<file path="config.mk">
export PLATFORM = sky130hd
export DESIGN_NAME = dwl_level
export DESIGN_NICKNAME = d
export VERILOG_FILES = /design/src/dwl_pkg.sv /design/src/dwl_level.sv
export VERILOG_INCLUDE_DIRS = /design/src
export SDC_FILE = /design/constraint.sdc
export NUM_CORES = 1
export LEC_CHECK = 0
export BUFFER_PORTS_ARGS = -buffer_cell sky130_fd_sc_hd__buf_4
export CAP_MARGIN = 20
export CORE_MARGIN = 10
export CORE_UTILIZATION = 49
export CTS_CLUSTER_DIAMETER = 30
export DETAILED_ROUTE_END_ITERATION = 8
export GPL_TIMING_DRIVEN = 1
export PLACE_DENSITY = 0.92
export SYNTH_ARGS = -nofsm -noshare
export SYNTH_HDL_FRONTEND = slang
export SYNTH_SLANG_ARGS = --single-unit
export TNS_END_PERCENT = 20
</file>
<file path="constraint.sdc">
create_clock -name aclk -period 2.4 [get_ports aclk]
set_clock_uncertainty 0.05 [all_clocks]
set_input_delay 0.24 -clock aclk [delete_from_list [all_inputs] [get_ports aclk]]
set_output_delay 0.24 -clock aclk [all_outputs]
set_load 0.005 [all_outputs]
</file>
<file path="src/dwl_consts.svh">
`ifndef DWL_CONSTS_SVH
`define DWL_CONSTS_SVH
// Clock and timing
`define DWL_CLK_NS       10
`define DWL_WLO_NS       9
`define DWL_WLO_CYC      (((`DWL_WLO_NS) / (`DWL_CLK_NS)) < 1 ? 1 : ((`DWL_WLO_NS) / (`DWL_CLK_NS)))
`define DWL_DLLK_CYC     10'd512
// Mode register select codes
`define DWL_BA_MR0       3'h0
`define DWL_BA_MR1       3'h1
// Mode register bit positions
`define DWL_MR1_DLL_OFF  0
`define DWL_MR1_RTT_B0   2
`define DWL_MR1_RTT_B1   6
`define DWL_MR1_WLEV     7
`define DWL_MR1_RTT_B2   9
`define DWL_MR1_QOFF     12
`define DWL_MR0_DLL_RST  8
// Register byte offsets
`define DWL_OFF_CTRL     4'h0
`define DWL_OFF_STATUS   4'h4
`define DWL_OFF_MR1      4'h8
// Field positions
`define DWL_CTRL_ALLDQ   0
`define DWL_ST_ILLFREQ   7
// Reset values and response codes
`define DWL_MR_RST       16'h0000
`define DWL_RESP_OKAY    2'h0
`define DWL_RESP_SLVERR  2'h2
`endif

</file>
<file path="src/dwl_pkg.sv">
package dwl_pkg;
  // Power state of the device
  typedef enum logic [1:0] {
    ST_IDLE = 2'b00,
    ST_SREF = 2'b01,
    ST_PPD  = 2'b10
  } dwl_state_t;
  // Decoded command kind
  typedef enum logic [1:0] {
    CMD_NOP   = 2'b00,
    CMD_MRS   = 2'b01,
    CMD_SRE   = 2'b10,
    CMD_OTHER = 2'b11
  } dwl_cmd_kind_t;
  // One registered command
  typedef struct packed {
    dwl_cmd_kind_t kind;
    logic [2:0]    ba;
    logic [15:0]   addr;
  } dwl_cmd_t;
  // Leveling feedback onto the data lines
  typedef struct packed {
    logic [15:0] dq;
    logic [1:0]  oe;
  } dwl_fb_t;
endpackage

</file>
<file path="src/dwl_level.sv">
`timescale 1ns/1ps
`include "dwl_consts.svh"
// Overview of operation
// - MR1 bit 7 enters/leaves write leveling
// - MR1 bit 12 disables output buffer
// - Leveling ODT switches strobe termination only
// - Strobe rise samples clock onto data
// - Separate feedback per lane, lines 0/8
// - Non-prime lines written low at each prime-only feedback
module dwl_level (
  input  wire logic               aclk,
  input  wire logic               aresetn,
  input  wire logic               ce,
  input  wire dwl_pkg::dwl_cmd_t  cmd,
  input  wire logic               cmd_valid,
  input  wire logic               cke,
  input  wire logic               odt,
  input  wire logic               freq_chg,
  input  wire logic [1:0]         strobe_rise,
  input  wire logic               ck_level,
  output logic [15:0]             dq_out,
  output logic [1:0]              dq_oe,
  output logic                    dqs_term,
  output logic                    dq_term,
  output logic                    dll_locked,
  input  wire logic [3:0]         awaddr,
  input  wire logic               awvalid,
  output logic                    awready,
  input  wire logic [31:0]        wdata,
  input  wire logic [3:0]         wstrb,
  input  wire logic               wvalid,
  output logic                    wready,
  output logic [1:0]              bresp,
  output logic                    bvalid,
  input  wire logic               bready,
  input  wire logic [3:0]         araddr,
  input  wire logic               arvalid,
  output logic                    arready,
  output logic [31:0]             rdata,
  output logic [1:0]              rresp,
  output logic                    rvalid,
  input  wire logic               rready
);
  import dwl_pkg::*;

  localparam int WLO_C = `DWL_WLO_CYC;

  dwl_state_t  state_q;          // Power state
  logic [15:0] mr0_q;            // Mode register 0 shadow
  logic [15:0] mr1_q;            // Mode register 1 shadow
  logic        all_dq_q;         // Feedback on all lines
  logic        ill_freq_q;       // Sticky illegal clock change
  logic [9:0]  lock_cnt_q;       // DLL relock countdown
  logic        locked_q;         // DLL locked
  logic [1:0]  samp_q;           // Clock level per lane
  logic [3:0]  wlo_cnt_q [2];    // Output delay per lane
  logic [15:0] dq_q;             // Feedback lines
  logic [1:0]  dq_oe_q;          // Lane drive enables
  logic        dqs_term_q;       // Strobe termination
  logic        dq_term_q;        // Data termination
  logic        awready_q, wready_q, bvalid_q, arready_q, rvalid_q;
  logic        aw_full_q, w_full_q;
  logic [3:0]  aw_addr_q;        // Held write address
  logic [31:0] w_data_q;         // Held write data
  logic [3:0]  w_strb_q;         // Held byte enables
  logic [1:0]  bresp_q, rresp_q;
  logic [31:0] rdata_q;
  logic        mrs_fire;         // Mode register write now
  logic        wr_fire;          // Register write now
  logic        wlev, qoff, rtt_en, dll_off;

  // Decoded mode bits
  assign wlev    = mr1_q[`DWL_MR1_WLEV];
  assign qoff    = mr1_q[`DWL_MR1_QOFF];
  assign dll_off = mr1_q[`DWL_MR1_DLL_OFF];
  assign rtt_en  = mr1_q[`DWL_MR1_RTT_B0] | mr1_q[`DWL_MR1_RTT_B1] | mr1_q[`DWL_MR1_RTT_B2];
  // Mode register commands only count with CKE high
  assign mrs_fire = ce && cmd_valid && cke && (cmd.kind == CMD_MRS) && (state_q == ST_IDLE);
  assign wr_fire  = ce && aw_full_q && w_full_q && !bvalid_q;

  // Mode register shadows
  always_ff @(posedge aclk) begin
    if (!aresetn) begin
      mr0_q <= `DWL_MR_RST;
      mr1_q <= `DWL_MR_RST;
    end else if (mrs_fire) begin
      if (cmd.ba == `DWL_BA_MR0) begin
        mr0_q <= cmd.addr;
      end
      // Bit 7 enters and leaves leveling, bit 12 gates the outputs
      if (cmd.ba == `DWL_BA_MR1) begin
        mr1_q <= cmd.addr;
      end
    end
  end

  // Power state tracking
  always_ff @(posedge aclk) begin
    if (!aresetn) begin
      state_q <= ST_IDLE;
    end else if (ce) begin
      case (state_q)
        ST_IDLE: begin
          // Falling CKE picks self-refresh or power-down
          if (!cke && cmd_valid && cmd.kind == CMD_SRE) begin
            state_q <= ST_SREF;
          end else if (!cke) begin
            state_q <= ST_PPD;
          end
        end
        ST_SREF, ST_PPD: begin
          if (cke) begin
            state_q <= ST_IDLE;
          end
        end
        default: state_q <= ST_IDLE;
      endcase
    end
  end

  // DLL relock timer; a clock change drops lock until the next MR0 DLL reset command
  always_ff @(posedge aclk) begin
    if (!aresetn) begin
      lock_cnt_q <= 10'h000;
      locked_q   <= 1'b0;
    end else if (ce) begin
      if (dll_off || freq_chg) begin
        lock_cnt_q <= 10'h000;
        locked_q   <= 1'b0;
      end else if (mrs_fire && cmd.ba == `DWL_BA_MR0 && cmd.addr[`DWL_MR0_DLL_RST]) begin
        lock_cnt_q <= `DWL_DLLK_CYC;
        locked_q   <= 1'b0;
      end else if (lock_cnt_q != 10'h000) begin
        lock_cnt_q <= lock_cnt_q - 10'h001;
        if (lock_cnt_q == 10'h001) begin
          locked_q <= 1'b1;
        end
      end
    end
  end

  // Sticky flag for clock change outside the two legal states
  always_ff @(posedge aclk) begin
    if (!aresetn) begin
      ill_freq_q <= 1'b0;
    end else if (ce) begin
      // Set wins over a software clear in the same cycle
      if (freq_chg && state_q == ST_IDLE) begin
        ill_freq_q <= 1'b1;
      end else if (wr_fire && aw_addr_q == `DWL_OFF_STATUS && w_strb_q[0]
                   && w_data_q[`DWL_ST_ILLFREQ]) begin
        ill_freq_q <= 1'b0;
      end
    end
  end

  // Termination: leveling gives ODT to the strobes only
  always_ff @(posedge aclk) begin
    if (!aresetn) begin
      dqs_term_q <= 1'b0;
      dq_term_q  <= 1'b0;
    end else if (ce) begin
      if (wlev) begin
        dqs_term_q <= odt;
        dq_term_q  <= 1'b0;
      end else begin
        dqs_term_q <= odt && rtt_en;
        dq_term_q  <= odt && rtt_en;
      end
    end
  end

  // Per lane: sample clock on strobe rise, present after output delay
  genvar ln;
  generate
    for (ln = 0; ln < 2; ln++) begin : g_lane
      always_ff @(posedge aclk) begin
        if (!aresetn) begin
          samp_q[ln]    <= 1'b0;
          wlo_cnt_q[ln] <= 4'h0;
          dq_q[ln*8+:8] <= 8'h00;
        end else if (ce) begin
          if (!wlev) begin
            wlo_cnt_q[ln] <= 4'h0;
            dq_q[ln*8+:8] <= 8'h00;
          end else begin
            if (strobe_rise[ln]) begin
              samp_q[ln]    <= ck_level;
              wlo_cnt_q[ln] <= 4'(WLO_C);
            end else if (wlo_cnt_q[ln] != 4'h0) begin
              wlo_cnt_q[ln] <= wlo_cnt_q[ln] - 4'h1;
            end
            // Lane feedback on its prime line, or on every line
            if (wlo_cnt_q[ln] == 4'h1 && !strobe_rise[ln]) begin
              dq_q[ln*8]       <= samp_q[ln];
              dq_q[ln*8+1+:7]  <= all_dq_q ? {7{samp_q[ln]}} : 7'h00;
            end
          end
        end
      end
      // Output buffer off when qoff set, and always outside leveling
      always_ff @(posedge aclk) begin
        if (!aresetn) begin
          dq_oe_q[ln] <= 1'b0;
        end else if (ce) begin
          dq_oe_q[ln] <= wlev && !qoff;
        end
      end
    end
  endgenerate

  // Bus write channels; address and data accepted in either order
  always_ff @(posedge aclk) begin
    if (!aresetn) begin
      awready_q <= 1'b1;
      wready_q  <= 1'b1;
      aw_full_q <= 1'b0;
      w_full_q  <= 1'b0;
      aw_addr_q <= 4'h0;
      w_data_q  <= 32'h0000_0000;
      w_strb_q  <= 4'h0;
      bvalid_q  <= 1'b0;
      bresp_q   <= `DWL_RESP_OKAY;
    end else if (ce) begin
      if (awvalid && awready_q) begin
        aw_addr_q <= awaddr;
        aw_full_q <= 1'b1;
        awready_q <= 1'b0;
      end
      if (wvalid && wready_q) begin
        w_data_q <= wdata;
        w_strb_q <= wstrb;
        w_full_q <= 1'b1;
        wready_q <= 1'b0;
      end
      if (wr_fire) begin
        bvalid_q <= 1'b1;
        bresp_q  <= (aw_addr_q == `DWL_OFF_CTRL || aw_addr_q == `DWL_OFF_STATUS
                     || aw_addr_q == `DWL_OFF_MR1) ? `DWL_RESP_OKAY : `DWL_RESP_SLVERR;
      end
      // Reopen both channels once the response is taken
      if (bvalid_q && bready) begin
        bvalid_q  <= 1'b0;
        aw_full_q <= 1'b0;
        w_full_q  <= 1'b0;
        awready_q <= 1'b1;
        wready_q  <= 1'b1;
      end
    end
  end

  // Control register: feedback width choice
  always_ff @(posedge aclk) begin
    if (!aresetn) begin
      all_dq_q <= 1'b0;
    end else if (wr_fire && aw_addr_q == `DWL_OFF_CTRL && w_strb_q[0]) begin
      all_dq_q <= w_data_q[`DWL_CTRL_ALLDQ];
    end
  end

  // Read channel; one cycle from address to data
  always_ff @(posedge aclk) begin
    if (!aresetn) begin
      arready_q <= 1'b1;
      rvalid_q  <= 1'b0;
      rdata_q   <= 32'h0000_0000;
      rresp_q   <= `DWL_RESP_OKAY;
    end else if (ce) begin
      if (arvalid && arready_q) begin
        arready_q <= 1'b0;
        rvalid_q  <= 1'b1;
        rresp_q   <= `DWL_RESP_OKAY;
        case (araddr)
          `DWL_OFF_CTRL:   rdata_q <= {31'h0, all_dq_q};
          `DWL_OFF_STATUS: rdata_q <= {24'h0, ill_freq_q, locked_q, dll_off, qoff,
                                       wlev, 1'b0, state_q};
          `DWL_OFF_MR1:    rdata_q <= {16'h0, mr1_q};
          default: begin
            rdata_q <= 32'h0000_0000;
            rresp_q <= `DWL_RESP_SLVERR;
          end
        endcase
      end else if (rvalid_q && rready) begin
        rvalid_q  <= 1'b0;
        arready_q <= 1'b1;
      end
    end
  end

  // Outputs straight from flops
  assign dq_out     = dq_q;
  assign dq_oe      = dq_oe_q;
  assign dqs_term   = dqs_term_q;
  assign dq_term    = dq_term_q;
  assign dll_locked = locked_q;
  assign awready    = awready_q;
  assign wready     = wready_q;
  assign bvalid     = bvalid_q;
  assign bresp      = bresp_q;
  assign arready    = arready_q;
  assign rvalid     = rvalid_q;
  assign rdata      = rdata_q;
  assign rresp      = rresp_q;

  // Checks on leveling behaviour
  property p_wlev_entry;
    @(posedge aclk) disable iff (!aresetn)
      (mrs_fire && cmd.ba == `DWL_BA_MR1) |=> (wlev == $past(cmd.addr[`DWL_MR1_WLEV]));
  endproperty
  a_wlev_entry: assert property (p_wlev_entry) else $error("leveling bit not taken");

  property p_qoff;
    @(posedge aclk) disable iff (!aresetn)
      (ce && wlev && qoff) |=> (dq_oe_q == 2'b00);
  endproperty
  a_qoff: assert property (p_qoff) else $error("lane driven with buffer off");

  property p_term;
    @(posedge aclk) disable iff (!aresetn)
      (ce && wlev) |=> (!dq_term_q && dqs_term_q == $past(odt));
  endproperty
  a_term: assert property (p_term) else $error("leveling termination wrong");

  // One-cycle output delay here, so feedback shows two edges after the strobe
  property p_fb_low;
    @(posedge aclk) disable iff (!aresetn || !ce)
      (wlev && strobe_rise[0] && !strobe_rise[1]) ##1 (!strobe_rise[0] && wlev)[*1]
      |=> dq_q[0] == $past(ck_level, 2);
  endproperty
  a_fb_low: assert property (p_fb_low) else $error("lower lane feedback wrong");

  property p_fb_up;
    @(posedge aclk) disable iff (!aresetn || !ce)
      (wlev && strobe_rise[1]) ##1 (!strobe_rise[1] && wlev)[*1]
      |=> dq_q[8] == $past(ck_level, 2);
  endproperty
  a_fb_up: assert property (p_fb_up) else $error("upper lane feedback wrong");

  property p_prime_only;
    @(posedge aclk) disable iff (!aresetn)
      !all_dq_q |-> (dq_q[7:1] == 7'h00 && dq_q[15:9] == 7'h00);
  endproperty
  a_prime_only: assert property (p_prime_only) else $error("non-prime line high");

  c_wlev: cover property (@(posedge aclk) disable iff (!aresetn) $rose(wlev));
  c_lock: cover property (@(posedge aclk) disable iff (!aresetn) $rose(locked_q));
  c_ppd:  cover property (@(posedge aclk) disable iff (!aresetn) state_q == ST_PPD ##1 cke);
endmodule

</file>
* Word level (Yosys, flattened, before mapping)
Memories as Yosys holds them, arrays and structs flattened.
Index checks and enable logic that the tools add are counted.
** Operators by class
- Equal/unequal tests :: 16
- Reductions and logical operators :: 67
- Multiplexer cells :: 71
- Bitwise logic cells :: 8
- Add/sub/neg operators :: 3
** Operator list (count)
- $mux 1 :: 49
- $pmux 16 s3 :: 1
- $mux 8 :: 4
- $mux 10 :: 3
- $logic_and 1x1->1 :: 26
- $reduce_and 2->1 :: 13
- $mux 4 :: 6
- $mux 7 :: 2
- $reduce_and 3->1 :: 4
- $eq 10x1->1 const B :: 1
- $mux 2 :: 5
- $reduce_bool 10->1 :: 1
- $reduce_bool 2->1 :: 5
- $sub 10x1->10 const B :: 1
- $eq 4x1->1 const B :: 2
- $eq 4x3->1 const B :: 2
- $eq 4x4->1 const B :: 2
- $logic_not 4->1 :: 2
- $or 1x1->1 :: 8
- $reduce_bool 4->1 :: 2
- $sub 4x1->4 const B :: 2
- $reduce_bool 3->1 :: 2
- $logic_not 1->1 :: 5
- $eq 2x1->1 const B :: 2
- other kinds (11) :: 15
** Storage, ports and cells
- Input bits :: 80
- RAM bits :: 8
- Memories :: 1
- Flip-flop bits (word level) :: 108
- Logic and storage cells :: 192
** Memory list
- wlo_cnt_q :: words 2, bits a word 4, read ports 2, clocked after memory_dff 0, write ports 2, RTL line dwl_level.sv:56 : logic [3:0] wlo_cnt_q [2];

* Logic depth before layout (Yosys ltp)
An unclocked memory read counts as a cell.
- Depth after elaboration :: 9
- Mapped depth :: 9
- Gate-level depth less buffers :: 7

* Least setup slack after synthesis
OpenSTA, ideal clock, no wires.
- Path kind :: flip-flop to flip-flop
- Start point :: reg state_q[0]
- End point :: reg lock_cnt_q[8]
- Period minus slack after synthesis :: 1755 ps
- Data arrival time :: 1632 ps
- Slack :: 645 ps
- Cell stages (with the launch flop) :: 8
- Cell sequence :: dfxtp_1 inv_1 ha_1 nand4b_1 o31ai_4 o21ai_2 or3_1 a21oi_1
** On the way
- Longest elaborated chain between the ends :: 6
** Ends and longest elaborated chain
- from (decl) :: RTL line dwl_level.sv:48 : dwl_state_t state_q;
- from (signal assigned) :: RTL line dwl_level.sv:100 : state_q <= ST_IDLE;
- from (signal assigned) :: RTL line dwl_level.sv:106 : state_q <= ST_SREF;
- from (signal assigned) :: RTL line dwl_level.sv:108 : state_q <= ST_PPD;
- $logic_not 2->1 (*) :: RTL line dwl_level.sv:78 : assign mrs_fire = ce && cmd_valid && cke && (cmd.kind == CMD_MRS) && (state_q == ST_IDLE);
- $logic_and 1x1->1 (*) :: RTL line dwl_level.sv:78
- $logic_and 1x1->1 (no source line) (*)
- $logic_and 1x1->1 (*) :: RTL line dwl_level.sv:130 : end else if (mrs_fire && cmd.ba == `DWL_BA_MR0 && cmd.addr[`DWL_MR0_DLL_RST]) begin
- $reduce_bool 3->1 (no source line) / $mux 10 (equally long branches)
- $reduce_and 2->1 (no source line) / $mux 10 (equally long branches)
- to (signal assigned) :: RTL line dwl_level.sv:131 : lock_cnt_q <= `DWL_DLLK_CYC;
- to (signal assigned) :: RTL line dwl_level.sv:134 : lock_cnt_q <= lock_cnt_q - 10'h001;
- to (decl) :: RTL line dwl_level.sv:53 : logic [9:0] lock_cnt_q;
Every way passes the cells marked *; elsewhere a longest branch is shown, timed or not.
A chain may end at the register's enable or synchronous reset.

* Worst setup path after layout
Ends and elaborated chain as after synthesis.

==> results by group <==
Outcome
  • Status: finished, final reports clean

Global route
  • Met3 GRT Util: 5.63%
  • Largest net degree at the start of global routing: 56
  • Global route hottest layer: met2
  • M2 GR Usage: between 20% and 30%
  • GRT overflow: 0
  • First-pass GRT wire length: 15100 um
  • Initial antenna violation count: 0
  • GRT Total Usage: 16.0%
  • Met1 Track Usage GR: 18.6%
  • Vias in the first global route: between 3000 and 4000

Clock network
  • CTS buffer count: 9
  • Clock transition at path regs: 80 ps
  • H-tree depth: 3
  • CTS Hold Bufs: 0
  • Post-CTS Resized: 0
  • Clock tree buffer depth: 2
  • Root Driver: clkbuf_8
  • Post-CTS Setup Bufs: 0
  • Clk sink count: 80
  • Clock Latency Late Sink: roughly 350 ps
  • CTS tree: built

Worst setup path
  • CP arrival: about 2300 ps
  • Buf/Inv on CP: 1
  • FF-to-FF Start: state_q[0]
  • Critical path launch point type: flop
  • Crit. End Element: flop
  • R2R cell count: 7
  • Worst reg2reg setup slack: about 370 ps
  • Highest-delay cell along the critical path: o31ai_4
  • CP delay by family, top: compound AO/OA/AOI/OAI gates
  • CP Data Required Time: about 2600 ps
  • Max incr delay on CP: 380 ps
  • Cells along the critical path: inv_1 -> ha_1 -> nand4b_1 -> o31ai_4 -> o21ai_2 -> or3_1 -> a21oi_1
  • Reg2reg end: lock_cnt_q[8]
  • Critical Path Fanout Max: 6
  • Setup CP Type: reg -> reg

Yosys
  • Post-Synthesis Cells: roughly 420
  • Post-synth ARST share: 0%
  • #FFs+latches synth: 80
  • Avg Cell Area, Syn: between 8 and 9 um^2
  • Top FF cell, synth: dfxtp_1
  • Sequential share of the synthesized area: 45.3%
  • Synth unique cells: 53
  • Synthesized area: between 3000 and 4000 um^2
  • Post-synth EDFFs: 8
  • Synth warn: 0

Layout
  • Antenna Diode Count: 0
  • Layout cells sized above 1: 24.7%
  • Commonest cells after routing, fill and taps aside: 96 x buf_4, 72 x dfxtp_1, 62 x nor2_1
  • Fillers: 599
  • Cell Count, Final, Fillers Out: 602
  • Nets: 585
  • Commonest non-fill, non-tap cell in the layout: buf_4
  • Area Overhead vs Synth: 22.4%

STA
  • Tmin final: slightly above 2000 ps
  • Final Setup Violations: 0
  • Hold Vio Cnt, Final: 0
  • Slew HR: 39.3%
  • RSZ-0062 raised after global routing: no
  • Max Clk Rate: roughly 490 MHz
  • Worst-Margin Slew: 910 ps
  • Period Utilization, post-route: 84.4%
  • Total negative slack: 0 ps
  • Final max-slew violation count: 0

Floorplanning
  • Die footprint: 11500 um^2
  • Starting Density: between 50 and 60%
  • Die X: 107 um
  • Die height: 107 um
  • Ports: around 140
  • Row cnt: 31
  • Area of the core: 7330 um^2

Route
  • Routed length per placed instance: 15.4 um
  • DR DRC count: 0
  • DR pass1 iterations: 5
  • Overall routed net length: approximately 9300 um
  • DRT iter0 DRCs: around 230
  • Post-DRT Antenna Nets: 0
  • DR vias/cell: 5.38
  • Vias post-DR: about 3200

Power and ir drop
  • Power per cell area: approximately 770 nW/um^2
  • Maximum VDD drop: 386 uV
  • Lkg Pwr: 0.00195 uW

Hold path
  • Hold Crit Depth: 3
  • Hold wc startpoint: awaddr[1]
  • Hold crit path type: in -> reg
  • Hold Crit Endpoint: aw_addr_q[1]

Place
  • Placed cells: 586
  • Dpl hpwl: 7000 um
  • RePlAce Congestion: 0.811
  • IO buf count: 90

Flow run
  • Max Cap Viol: 0
[power breakdown]
part / internal [uW] / switching [uW]
Sequential: 1450 / 116
Clock: 631 / 468
Combinational: 377 / 477
Total: 2460 / 1060
[stage by stage]
stage	hold slack [ps]	util (%)	area (um^2)	setup WS (ps)	total power, uW
3_5_place_dp	391	58.8	4310	409	2430
5_1_grt	71.2	62.0	4550	120	3720
3_3_place_gp	380	58.8	4310	443	2380
4_1_cts	65.0	62.0	4550	381	3530
2_1_floorplan	330	-	3780	645	2230
6_report	71.4	62.0	4550	373	3520
[logic make-up (layout without fill, tap and decap cells)]
| family | Yosys count | count (layout) | share of synthesized area (%) |
|---|---|---|---|
| adder cells (fa/ha/maj) | 7 | 7 | 2.36 |
| AND/OR/NAND/NOR | 164 | 164 | 20.8 |
| other | 1 | 18 | 0.101 |
| buffers and inverters | 61 | 126 | 9.76 |
| flip-flops | 80 | 80 | 45.3 |
| multiplexers | 17 | 17 | 4.71 |
| AO/OA/AOI/OAI | 82 | 82 | 14.9 |
| XOR/XNOR | 9 | 9 | 2.12 |
[tightest hold or removal path, cell delays in order]
cell and delay, ps:
buf_4 80, mux2i_1 50, nor2_1 70
[synth_stat cells (3+ instances only)]
library cell,count,area [um^2]
a21o_1,3,22.5
a21oi_1,30,150
a22o_1,6,52.6
a22oi_1,19,143
and4b_1,3,30.0
buf_4,33,248
clkbuf_1,11,41.3
dfxtp_1,72,1440
edfxtp_1,8,240
ha_1,7,87.6
inv_1,12,45.0
mux2_2,4,45.0
mux2i_1,13,130
nand2_1,53,199
nand3_1,13,65.1
nand4b_1,6,52.6
nor2_1,62,233
nor2b_1,3,18.8
nor3_1,6,30.0
o21ai_0,8,40.0
or3_1,3,18.8
xnor2_1,3,26.3
xor2_1,6,52.6
[worst max path at each step]
stage / from / to / slack [ps] / depth (start not counted)
after floorplan: state_q[0] / lock_cnt_q[8] / 650 / 7
after global placement: cmd[17] / mr1_q[7] / 440 / 6
after detailed placement: state_q[0] / mr1_q[7] / 410 / 7
after CTS: state_q[0] / mr1_q[0] / 380 / 7
after global routing: state_q[0] / mr1_q[0] / 120 / 7
final: state_q[0] / lock_cnt_q[8] / 370 / 7
[layer usage]
layer,vias to the layer above,wire length (um)
met3,14,930
li1,1568,-
met1,1516,3760
met2,139,4400
met5,-,0
met4,0,184
[sequential cells by signal, summed over array words and instances, names as in the netlist, 2 cells and up]
name        flops
aw_addr_q       4
dq_out          4
lock_cnt_q     10
mr1_q          16
rdata          16
samp_q          2
state_q         2
w_data_q        2
wlo_cnt_q       8
[layout make-up]
type                    instances  area [um^2]  share of cell area (%)
multi-input cells             297         1740                    38.2
flip-flops and latches         80         1680                    37.0
repair buffers                 96          721                    15.8
clock buffers                  13          190                    4.18
well taps                      99          124                    2.72
inverters                      14         52.6                    1.16
clock inverters                 3         43.8                   0.963
Power figures use the tool's default switching activity.
